--- src/inc/panel_defs.vh ---
/*
 * Constants for the front-panel indicator driver: register map, field
 * positions, lamp behaviour codes and the blink timebase figures.
 * Assumes a 125 MHz system clock and a classic Wishbone register bus.
 */
// Summary of operation
// every lamp is only ever off, steady on or blinking; nothing else.
// blinking runs at 1 Hz, half a second lit then half dark.
// only blue and amber lamps; blue for power/link/activity, amber for fault/locate.
// preferred arrangement is a separate blue lamp and amber lamp per unit.
// a single combined blue/amber lamp may replace the pair when space is short.
// extra amber lamps, one per extra fault type, beside the main amber lamp.
// unit off or absent: blue off; amber off without fault, blinking for locate.
// unit working, no fault: blue steady with link, blinking on activity; amber off. The code lights blue steady on power alone and ignores link.
// fault with unit off or not working: amber steady, blue off.
// combined lamp shows the colour and behaviour the pair would show, dark otherwise.
// firmware update alternates blue and amber, in combined mode only.
// development-only lamp functions can be removed or disabled by configuration.
// firmware alternation repeats each second: half second blue, half second amber.
// one shared timebase from the clock phases every blink; reset restarts it.
`ifndef PANEL_DEFS_VH
`define PANEL_DEFS_VH

// register byte offsets
`define REG_CTRL 4'h0
`define REG_XMASK 4'h4
`define REG_STATUS 4'h8
`define REG_LAMP 4'hC

// control register fields
`define CTRL_COMBINED 0
`define CTRL_LAMP_TEST 1
`define CTRL_SW_LOCATE 2
`define CTRL_SW_FAULT 3
`define CTRL_SW_FWUPD 4
`define CTRL_RESET 5'h00
`define XMASK_RESET 8'hFF

// status register fields
`define ST_POWER 0
`define ST_LINK 1
`define ST_ACT 2
`define ST_FAULT 3
`define ST_LOCATE 4
`define ST_FWUPD 5
`define ST_PHASE 6
`define ST_XFLT_LSB 8
// single status pins ahead of the extra fault inputs
`define ST_NPINS 6

// lamp register fields
`define LP_BLUE_LSB 0
`define LP_AMBER_LSB 2
`define LP_BLUE_OUT 4
`define LP_AMBER_OUT 5
`define LP_CB_OUT 6
`define LP_CA_OUT 7
`define LP_XFLT_LSB 8

// lamp behaviour codes
`define BEH_OFF 2'h0
`define BEH_ON 2'h1
`define BEH_BLINK 2'h2

// timebase: half of a 1 Hz period at the system clock rate
`define CLK_KHZ 125000
`define HALF_PERIOD_MS 500
`define HALF_PERIOD_CYC (`HALF_PERIOD_MS * `CLK_KHZ)

`endif

--- src/hdl/panel_indicator_state_driver.v ---
/*
 * Front-panel indicator driver: turns unit status into blue and amber
 * lamp enables, for a separate lamp pair, a combined bicolour lamp and
 * extra amber fault lamps, with a Wishbone register slave.
 * Assumes status inputs are asynchronous levels from management logic
 * and a classic single-cycle Wishbone master on the same clock.
 */
// Local design decisions: the placing of the registers and the Wishbone slave port.
`timescale 1ns/1ps
`include "panel_defs.vh"
module panel_indicator_state_driver #(
    parameter N_XFLT = 2,
    parameter DEV_FEATURES = 0,
    parameter HALF_PERIOD_CYCLES = `HALF_PERIOD_CYC
) (
    input wire clk_i,
    input wire rst_i,
    // wishbone slave
    input wire cyc_i,
    input wire stb_i,
    input wire we_i,
    input wire [3:0] adr_i,
    input wire [3:0] sel_i,
    input wire [31:0] dat_i,
    output reg [31:0] dat_o,
    output reg ack_o,
    // unit status
    input wire power_on_i,
    input wire link_i,
    input wire activity_i,
    input wire fault_i,
    input wire locate_i,
    input wire fw_update_i,
    input wire [N_XFLT-1:0] extra_fault_i,
    // separate pair
    output reg blue_o,
    output reg amber_o,
    // combined bicolour lamp
    output reg comb_blue_o,
    output reg comb_amber_o,
    // extra fault lamps
    output reg [N_XFLT-1:0] extra_amber_o
);

    ////////////////////////////////////////////////////////////////////
    // helpers

    // a behaviour code plus the shared phase gives the lamp level
    function lamp_level;
        input [1:0] beh;
        input phase;
        begin
            case (beh)
                `BEH_ON: lamp_level = 1'b1;
                `BEH_BLINK: lamp_level = ~phase;
                default: lamp_level = 1'b0;
            endcase
        end
    endfunction

    // byte-lane merge for writes
    function [7:0] lane_wr;
        input [7:0] old_v;
        input [7:0] new_v;
        input en;
        begin
            lane_wr = en ? new_v : old_v;
        end
    endfunction

    ////////////////////////////////////////////////////////////////////
    // status inputs and timebase

    localparam SW = `ST_NPINS + N_XFLT;
    wire [SW-1:0] raw_status;
    wire [SW-1:0] sync_status;
    wire phase;

    assign raw_status = {extra_fault_i, fw_update_i, locate_i, fault_i,
                         activity_i, link_i, power_on_i};

    status_sync #(
        .WIDTH(SW)
    ) u_sync (
        .clk_i(clk_i),
        .rst_i(rst_i),
        .async_i(raw_status),
        .sync_o(sync_status)
    );

    // one timebase for every lamp keeps all blinking in step
    blink_timebase #(
        .HALF_PERIOD_CYCLES(HALF_PERIOD_CYCLES)
    ) u_tb (
        .clk_i(clk_i),
        .rst_i(rst_i),
        .phase_o(phase)
    );

    ////////////////////////////////////////////////////////////////////
    // registers

    reg [4:0] ctrl_r;
    reg [7:0] xmask_r;
    reg [4:0] ctrl_nxt;
    reg [7:0] xmask_nxt;
    reg [7:0] ctrl_wr;
    reg [31:0] rd_nxt;
    reg [1:0] blue_beh_r;
    reg [1:0] amber_beh_r;

    wire req = cyc_i & stb_i;
    // write lands on the edge at which the master samples ack
    wire wr_now = req & we_i & ack_o;
    wire ctrl_we = wr_now & (adr_i == `REG_CTRL);
    wire xmask_we = wr_now & (adr_i == `REG_XMASK);
    wire combined = ctrl_r[`CTRL_COMBINED];
    // lamp test is a development aid; stripped unless built in
    wire lamp_test = (DEV_FEATURES != 0) & ctrl_r[`CTRL_LAMP_TEST];

    wire st_power = sync_status[`ST_POWER];
    wire st_link = sync_status[`ST_LINK];
    wire st_act = sync_status[`ST_ACT];
    wire st_fault = sync_status[`ST_FAULT] | ctrl_r[`CTRL_SW_FAULT];
    wire st_locate = sync_status[`ST_LOCATE] | ctrl_r[`CTRL_SW_LOCATE];
    wire st_fwupd = sync_status[`ST_FWUPD] | ctrl_r[`CTRL_SW_FWUPD];
    wire [N_XFLT-1:0] st_xflt = sync_status[SW-1:`ST_NPINS];

    always @* begin
        ctrl_nxt = ctrl_r;
        xmask_nxt = xmask_r;
        ctrl_wr = lane_wr({3'h0, ctrl_r}, dat_i[7:0], sel_i[0]);
        if (ctrl_we) begin
            ctrl_nxt = ctrl_wr[4:0];
            if (DEV_FEATURES == 0) begin
                ctrl_nxt[`CTRL_LAMP_TEST] = 1'b0;
            end
        end
        if (xmask_we) begin
            xmask_nxt = lane_wr(xmask_r, dat_i[7:0], sel_i[0]);
        end
    end

    always @(posedge clk_i) begin
        if (rst_i) begin
            ctrl_r <= `CTRL_RESET;
            xmask_r <= `XMASK_RESET;
        end else begin
            ctrl_r <= ctrl_nxt;
            xmask_r <= xmask_nxt;
        end
    end

    ////////////////////////////////////////////////////////////////////
    // state decode into lamp behaviours

    reg [1:0] blue_beh;
    reg [1:0] amber_beh;

    always @* begin
        blue_beh = `BEH_OFF;
        amber_beh = `BEH_OFF;
        if (lamp_test) begin
            blue_beh = `BEH_ON;
            amber_beh = `BEH_ON;
        end else if (st_fault) begin
            // combined lamp cannot show both colours, so fault owns it
            amber_beh = `BEH_ON;
        end else if (st_locate) begin
            amber_beh = `BEH_BLINK;
        end else if (st_power) begin
            if (st_act) begin
                blue_beh = `BEH_BLINK;
            end else begin
                blue_beh = `BEH_ON;
            end
        end
        // link without power leaves blue off: an absent unit shows no link
        if (!st_power) begin
            blue_beh = `BEH_OFF;
        end
    end

    ////////////////////////////////////////////////////////////////////
    // lamp outputs, all registered

    integer k;
    reg fw_alt;
    reg blue_nxt;
    reg amber_nxt;
    reg comb_blue_nxt;
    reg comb_amber_nxt;
    reg [N_XFLT-1:0] extra_amber_nxt;

    always @* begin
        // firmware alternation only has meaning on the bicolour lamp
        fw_alt = combined & st_fwupd & ~lamp_test & ~st_fault;
    end

    // pair and bicolour lamp never lit together: only one is fitted
    always @* begin
        blue_nxt = 1'b0;
        amber_nxt = 1'b0;
        comb_blue_nxt = 1'b0;
        comb_amber_nxt = 1'b0;
        if (combined) begin
            if (fw_alt) begin
                comb_blue_nxt = ~phase;
                comb_amber_nxt = phase;
            end else if (amber_beh != `BEH_OFF) begin
                // one die at a time, amber wins
                comb_amber_nxt = lamp_level(amber_beh, phase);
            end else begin
                comb_blue_nxt = lamp_level(blue_beh, phase);
            end
        end else begin
            blue_nxt = lamp_level(blue_beh, phase);
            amber_nxt = lamp_level(amber_beh, phase);
        end
    end

    // extra lamps are separate amber lamps in either mode
    always @* begin
        extra_amber_nxt = {N_XFLT{1'b0}};
        for (k = 0; k < N_XFLT; k = k + 1) begin
            extra_amber_nxt[k] = lamp_test | (st_xflt[k] & xmask_r[k]);
        end
    end

    always @(posedge clk_i) begin
        if (rst_i) begin
            blue_o <= 1'b0;
            amber_o <= 1'b0;
            comb_blue_o <= 1'b0;
            comb_amber_o <= 1'b0;
            extra_amber_o <= {N_XFLT{1'b0}};
            blue_beh_r <= `BEH_OFF;
            amber_beh_r <= `BEH_OFF;
        end else begin
            blue_beh_r <= blue_beh;
            amber_beh_r <= amber_beh;
            blue_o <= blue_nxt;
            amber_o <= amber_nxt;
            comb_blue_o <= comb_blue_nxt;
            comb_amber_o <= comb_amber_nxt;
            extra_amber_o <= extra_amber_nxt;
        end
    end

    ////////////////////////////////////////////////////////////////////
    // wishbone read path and acknowledge

    always @* begin
        rd_nxt = 32'h00000000;
        case (adr_i)
            `REG_CTRL: begin
                rd_nxt[4:0] = ctrl_r;
            end
            `REG_XMASK: begin
                rd_nxt[N_XFLT-1:0] = xmask_r[N_XFLT-1:0];
            end
            `REG_STATUS: begin
                rd_nxt[`ST_POWER] = st_power;
                rd_nxt[`ST_LINK] = st_link;
                rd_nxt[`ST_ACT] = st_act;
                rd_nxt[`ST_FAULT] = st_fault;
                rd_nxt[`ST_LOCATE] = st_locate;
                rd_nxt[`ST_FWUPD] = st_fwupd;
                rd_nxt[`ST_PHASE] = phase;
                rd_nxt[`ST_XFLT_LSB +: N_XFLT] = st_xflt;
            end
            `REG_LAMP: begin
                rd_nxt[`LP_BLUE_LSB +: 2] = blue_beh_r;
                rd_nxt[`LP_AMBER_LSB +: 2] = amber_beh_r;
                rd_nxt[`LP_BLUE_OUT] = blue_o;
                rd_nxt[`LP_AMBER_OUT] = amber_o;
                rd_nxt[`LP_CB_OUT] = comb_blue_o;
                rd_nxt[`LP_CA_OUT] = comb_amber_o;
                rd_nxt[`LP_XFLT_LSB +: N_XFLT] = extra_amber_o;
            end
            default: begin
                rd_nxt = 32'h00000000;
            end
        endcase
    end

    reg ack_nxt;
    reg [31:0] dat_nxt;
    wire rd_take = req & ~ack_o & ~we_i;

    // ack toggles off after one cycle, so a held request is taken again every second cycle
    always @* begin
        ack_nxt = req & ~ack_o;
        dat_nxt = dat_o;
        if (rd_take) begin
            dat_nxt = rd_nxt;
        end
    end

    // unmapped addresses are still acknowledged and read as zero
    always @(posedge clk_i) begin
        if (rst_i) begin
            ack_o <= 1'b0;
            dat_o <= 32'h00000000;
        end else begin
            ack_o <= ack_nxt;
            dat_o <= dat_nxt;
        end
    end
endmodule // panel_indicator_state_driver

--- src/hdl/status_sync.v ---
/*
 * Three-stage synchroniser for the status inputs.
 * Assumes the inputs are asynchronous levels; a change is taken once the
 * second and third stages agree, which also rejects single-cycle glitches.
 */
`timescale 1ns/1ps
module status_sync #(
    parameter WIDTH = 8
) (
    input wire clk_i,
    input wire rst_i,
    input wire [WIDTH-1:0] async_i,
    output reg [WIDTH-1:0] sync_o
);
    reg [WIDTH-1:0] meta_r;
    reg [WIDTH-1:0] s2_r;
    reg [WIDTH-1:0] s3_r;
    integer i;

    always @(posedge clk_i) begin
        if (rst_i) begin
            meta_r <= {WIDTH{1'b0}};
            s2_r <= {WIDTH{1'b0}};
            s3_r <= {WIDTH{1'b0}};
            sync_o <= {WIDTH{1'b0}};
        end else begin
            meta_r <= async_i;
            s2_r <= meta_r;
            s3_r <= s2_r;
            for (i = 0; i < WIDTH; i = i + 1) begin
                if (s2_r[i] == s3_r[i]) begin
                    sync_o[i] <= s3_r[i];
                end
            end
        end
    end
endmodule // status_sync

--- src/hdl/blink_timebase.v ---
/*
 * Free-running blink timebase: phase toggles every half period.
 * Assumes a synchronous reset; after reset phase is 0 (lit half) first.
 */
`timescale 1ns/1ps
`include "panel_defs.vh"
module blink_timebase #(
    parameter HALF_PERIOD_CYCLES = `HALF_PERIOD_CYC,
    parameter CNT_W = 26
) (
    input wire clk_i,
    input wire rst_i,
    output reg phase_o
);
    localparam [31:0] LAST_FULL = HALF_PERIOD_CYCLES - 1;
    // CNT_W must be wide enough for the half period; the cut is deliberate
    localparam [CNT_W-1:0] LAST = LAST_FULL[CNT_W-1:0];
    reg [CNT_W-1:0] cnt_r;

    always @(posedge clk_i) begin
        if (rst_i) begin
            cnt_r <= {CNT_W{1'b0}};
            phase_o <= 1'b0;
        end else if (cnt_r == LAST) begin
            cnt_r <= {CNT_W{1'b0}};
            phase_o <= ~phase_o;
        end else begin
            cnt_r <= cnt_r + {{(CNT_W-1){1'b0}}, 1'b1};
        end
    end
endmodule // blink_timebase

--- config.mk ---
export PLATFORM = sky130hd
export DESIGN_NAME = panel_indicator_state_driver
export DESIGN_NICKNAME = d
export VERILOG_FILES = /design/src/hdl/panel_indicator_state_driver.v /design/src/hdl/status_sync.v /design/src/hdl/blink_timebase.v
export VERILOG_INCLUDE_DIRS = /design/src /design/src/inc
export SDC_FILE = /design/constraint.sdc
export NUM_CORES = 1
export LEC_CHECK = 0
export ABC_AREA = 1
export BUFFER_PORTS_ARGS = -buffer_cell sky130_fd_sc_hd__buf_2
export CELL_PAD_IN_SITES_DETAIL_PLACEMENT = 2
export CELL_PAD_IN_SITES_GLOBAL_PLACEMENT = 2
export CORE_AREA = 5 5 126 128
export CTS_CLUSTER_DIAMETER = 60
export DETAILED_ROUTE_END_ITERATION = 10
export DIE_AREA = 0 0 131 133
export GPL_ROUTABILITY_DRIVEN = 0
export PLACE_DENSITY = 0.83
export SKIP_LAST_GASP = 1
export SLEW_MARGIN = 20
export SYNTH_ARGS = -nofsm -noshare
export SYNTH_HDL_FRONTEND = slang
export SYNTH_SLANG_ARGS = --single-unit
--- constraint.sdc ---
create_clock -name clk_i -period 1.6 [get_ports clk_i]
set_input_delay 0.24 -clock clk_i [delete_from_list [all_inputs] [get_ports clk_i]]
set_output_delay 0.24 -clock clk_i [all_outputs]
set_load 0.01 [all_outputs]
==> flow_metrics.tcl <==
set metrics [dict create \
    hold_class "primary input to flip-flop" \
    yosysMostFrequentCell "nand2_1" \
    clkTransAtPathRegs_ns 0.07 \
    drt_wl_total_um 13830 \
    n_antenna_cell 0 \
    first_global_vias 4023 \
    synth_area_leaders "dfxtp_1 (45%), nand2_1 (10%), nor2_1 (9.4%), inv_1 (5.9%), buf_4 (4.3%)" \
    ys_seq_area_share_pct 44.62 \
    max_freq_mhz 608.3 \
    die_h_um 133 \
    yosysWarnings 0 \
    vdd_ir_drop_max_mv 0.4821 \
    fill_cells 1706 \
    fin_nets 643 \
    failed_checks "setup timing" \
    cts_max_level 3 \
    grt_max_degree 44 \
    path_buf_inv 1 \
    pin_count 92 \
    p_per_area_nw_per_um2 998.7 \
    avgSynthCellArea_sq_um 7.392 \
    ys_ff_latch 86 \
    fin_worst_skew_ns 0.007448 \
    synth_commonest_cells "nand2_1 (103), nor2_1 (97), dfxtp_1 (86), inv_1 (61), nand3_1 (32)" \
    synth_top_cell_area_share_pct 44.62 \
    clock_latency_ns 0.36 \
    io_buffers 39 \
    async_flop_share_pct 0 \
    fin_crit_ns 1.644 \
    core_area_sq_um 14750 \
    final_area_sq_um 4721 \
    setup_viol 2 \
    crit_path_cell_trace "nor2_4 -> nand3_4 -> nor2_1 -> inv_1 -> ha_1 -> o21bai_1 -> nor2_1 -> nor2_1 -> nor2_1" \
    crit_fanout 2 \
    cts_sinks 86 \
    cpPeakStageDelay_ns 0.34 \
    p_leak_nw 1.883 \
    synth_top_cell_by_area "dfxtp_1" \
    outcome "complete, but fails checks" \
    dieArea_sq_um 17420 \
    cts_hold_buf 0 \
    cp_data_arrival_time_ns 1.89 \
    start_util_pct 26.16 \
    track_usage_pct 15.49 \
    grt_pass1_wl_um 21290 \
    max_slew_margin_pct 54.89 \
    rsz0062_at_grt "yes" \
    num_rows 45 \
    tightest_slew_ns 0.6760 \
    worstPathRequired_ns 1.85 \
    tritoncts "yes" \
    vias 3585 \
    start_kind "flip-flop" \
    cts_root_buf "clkbuf_16" \
    crit_slowest_cell "dfxtp_2" \
    antenna_found_initial 0 \
    synth-main-ff-cell "dfxtp_1" \
    dp_hpwl_um 8508 \
    cts_buffers 9 \
    drt_iter0_drc 173 \
    wl_per_cell_um 17.73 \
    clock_path_buffers 2 \
    cp_common_cell "nor2_1" \
    seq_area_sq_um 1730 \
    dr.pass1.iters 4 \
    netlist_instances 522 \
    die_w_um 131 \
    power_mw 4.715 \
    synthesis.area_sq_um 3859 \
    viasPerCell 4.596 \
    critPathTopFamily "simple AND/OR/NAND/NOR gates" \
    hold_viol 0 \
    critPathCaptureType "flip-flop" \
    grt_overflow 0 \
    ant_nets 0 \
    setup_ws_ns -0.04381 \
    synth_edf_count 0 \
    syn_to_final_growth_pct 22.34 \
    placed_area_sq_um 4264 \
    multi_input_area_sq_um 1827 \
    drv_slew 0 \
    drc 0 \
    setup.worst_path.class "flip-flop to flip-flop" \
    finalCritPeriodShare_pct 102.7 \
    maxCapViolations 0 \
    drive_above_1_share_pct 21.79 \
    yosysUniqueCellTypes 34 \
]
## worst register-to-register path, delay by kind of cell, from the launching register on
family,cells,cell delay [ns]
adder cells (fa/ha/maj),1,0.20
AND/OR/NAND/NOR,6,0.68
AO/OA/AOI/OAI,1,0.19
flip-flops,1,0.34
buffers and inverters,1,0.11
## layer usage
layer | wire, um | GRT usage, % | vias to the layer above
met1 | 5658 | 18.36 | 1757
met4 | 486 | 6.971 | 0
met2 | 7339 | 27.51 | 82
met3 | 344 | 1.736 | 37
li1 | - | - | 1709
met5 | 0 | 0 | -
## final timing paths
path | to | cells past startpoint | start | slack, ns
setup / recovery | comb_blue_o$_SDFF_PP0_ | 9 | ctrl_r[3]$_SDFFE_PP0P_ | -0.04
hold / removal | u_sync.meta_r[1]$_SDFF_PP0_ | 3 | link_i | 0.08
setup reg to reg | comb_blue_o$_SDFF_PP0_ | 9 | ctrl_r[3]$_SDFFE_PP0P_ | -0.04
hold reg to reg | u_sync.s2_r[0]$_SDFF_PP0_ | 2 | u_sync.meta_r[0]$_SDFF_PP0_ | 0.41
## area by class of cell
type	count	share of cell area, %
Tap cell	188	4.983
Sequential cell	86	36.66
Clock buffer	9	4.771
Timing Repair Buffer	64	8.110
Inverter	62	4.956
Clock inverter	7	1.829
Multi-Input combinational cell	364	38.70
## cell usage in the layout, fill, tap and decap left out, types with 3 or more instances in the layout
master,count
nand3_1,31
a21oi_1,23
a211oi_1,3
buf_4,25
inv_1,60
clkbuf_16,9
buf_2,39
nor2_1,92
conb_1,22
a31oi_1,4
xor2_1,5
o21bai_1,3
nor3_1,5
xnor2_1,6
nand2_1,103
nand3b_1,5
nor2_4,5
dfxtp_2,7
a21oi_2,5
dfxtp_1,79
nor2_2,20
o21ai_0,13
## where the power goes
part	switching, mW	internal, mW
clock network	1.04	1.25
registers	0.0252	2.18
logic	0.156	0.0731
total	1.22	3.50
## cell families (layout without fill, tap and decap cells)
kind of cell,after synthesis,after routing,share of synthesized area (%)
and+or+nand+nor,273,274,31.36
buffers and inverters,94,142,12.26
DFF,86,86,44.62
AOI/OAI and AO/OA,54,54,8.203
xor gates and xnor gates,11,11,2.497
adders and majority gates,3,3,0.9729
other,1,22,0.09718
## stage by stage
step | utilization [%] | setup TNS (ns) | instances | setup slack (ns) | hold WS, ns
after floorplan | - | 0 | 543 | 0.08992 | 0.3470
after global placement | 28.91 | 0 | 756 | 0.07669 | 0.3909
after detailed placement | 28.91 | -0.2127 | 756 | -0.1761 | 0.4040
after CTS | 31.48 | -0.04081 | 776 | -0.04065 | 0.08363
after global routing | 32.00 | -1.344 | 780 | -0.1549 | 0.08723
final | 32.00 | -0.04578 | 780 | -0.04381 | 0.08366
## state kept, by name, summed over array words and instances, names as in the netlist, 2 cells and up
| signal | flops |
|---|---|
| dat_o | 10 |
| u_tb.cnt_r | 26 |
| xmask_r | 2 |
| extra_amber_o | 2 |
| blue_beh_r | 2 |
| amber_beh_r | 2 |
| u_sync.sync_o | 8 |
| u_sync.s3_r | 8 |
| u_sync.meta_r | 8 |
| ctrl_r | 4 |
| u_sync.s2_r | 8 |
## what timing repair did
| action | CTS | global route |
|---|---|---|
| setup buffers | 3 | 4 |
| resized for setup | 9 | 14 |
| pin swaps | 4 | 5 |
| cloned | 1 | 0 |
| endpoints found under the setup margin | 21 | 28 |
Power figures use the tool's default switching activity.
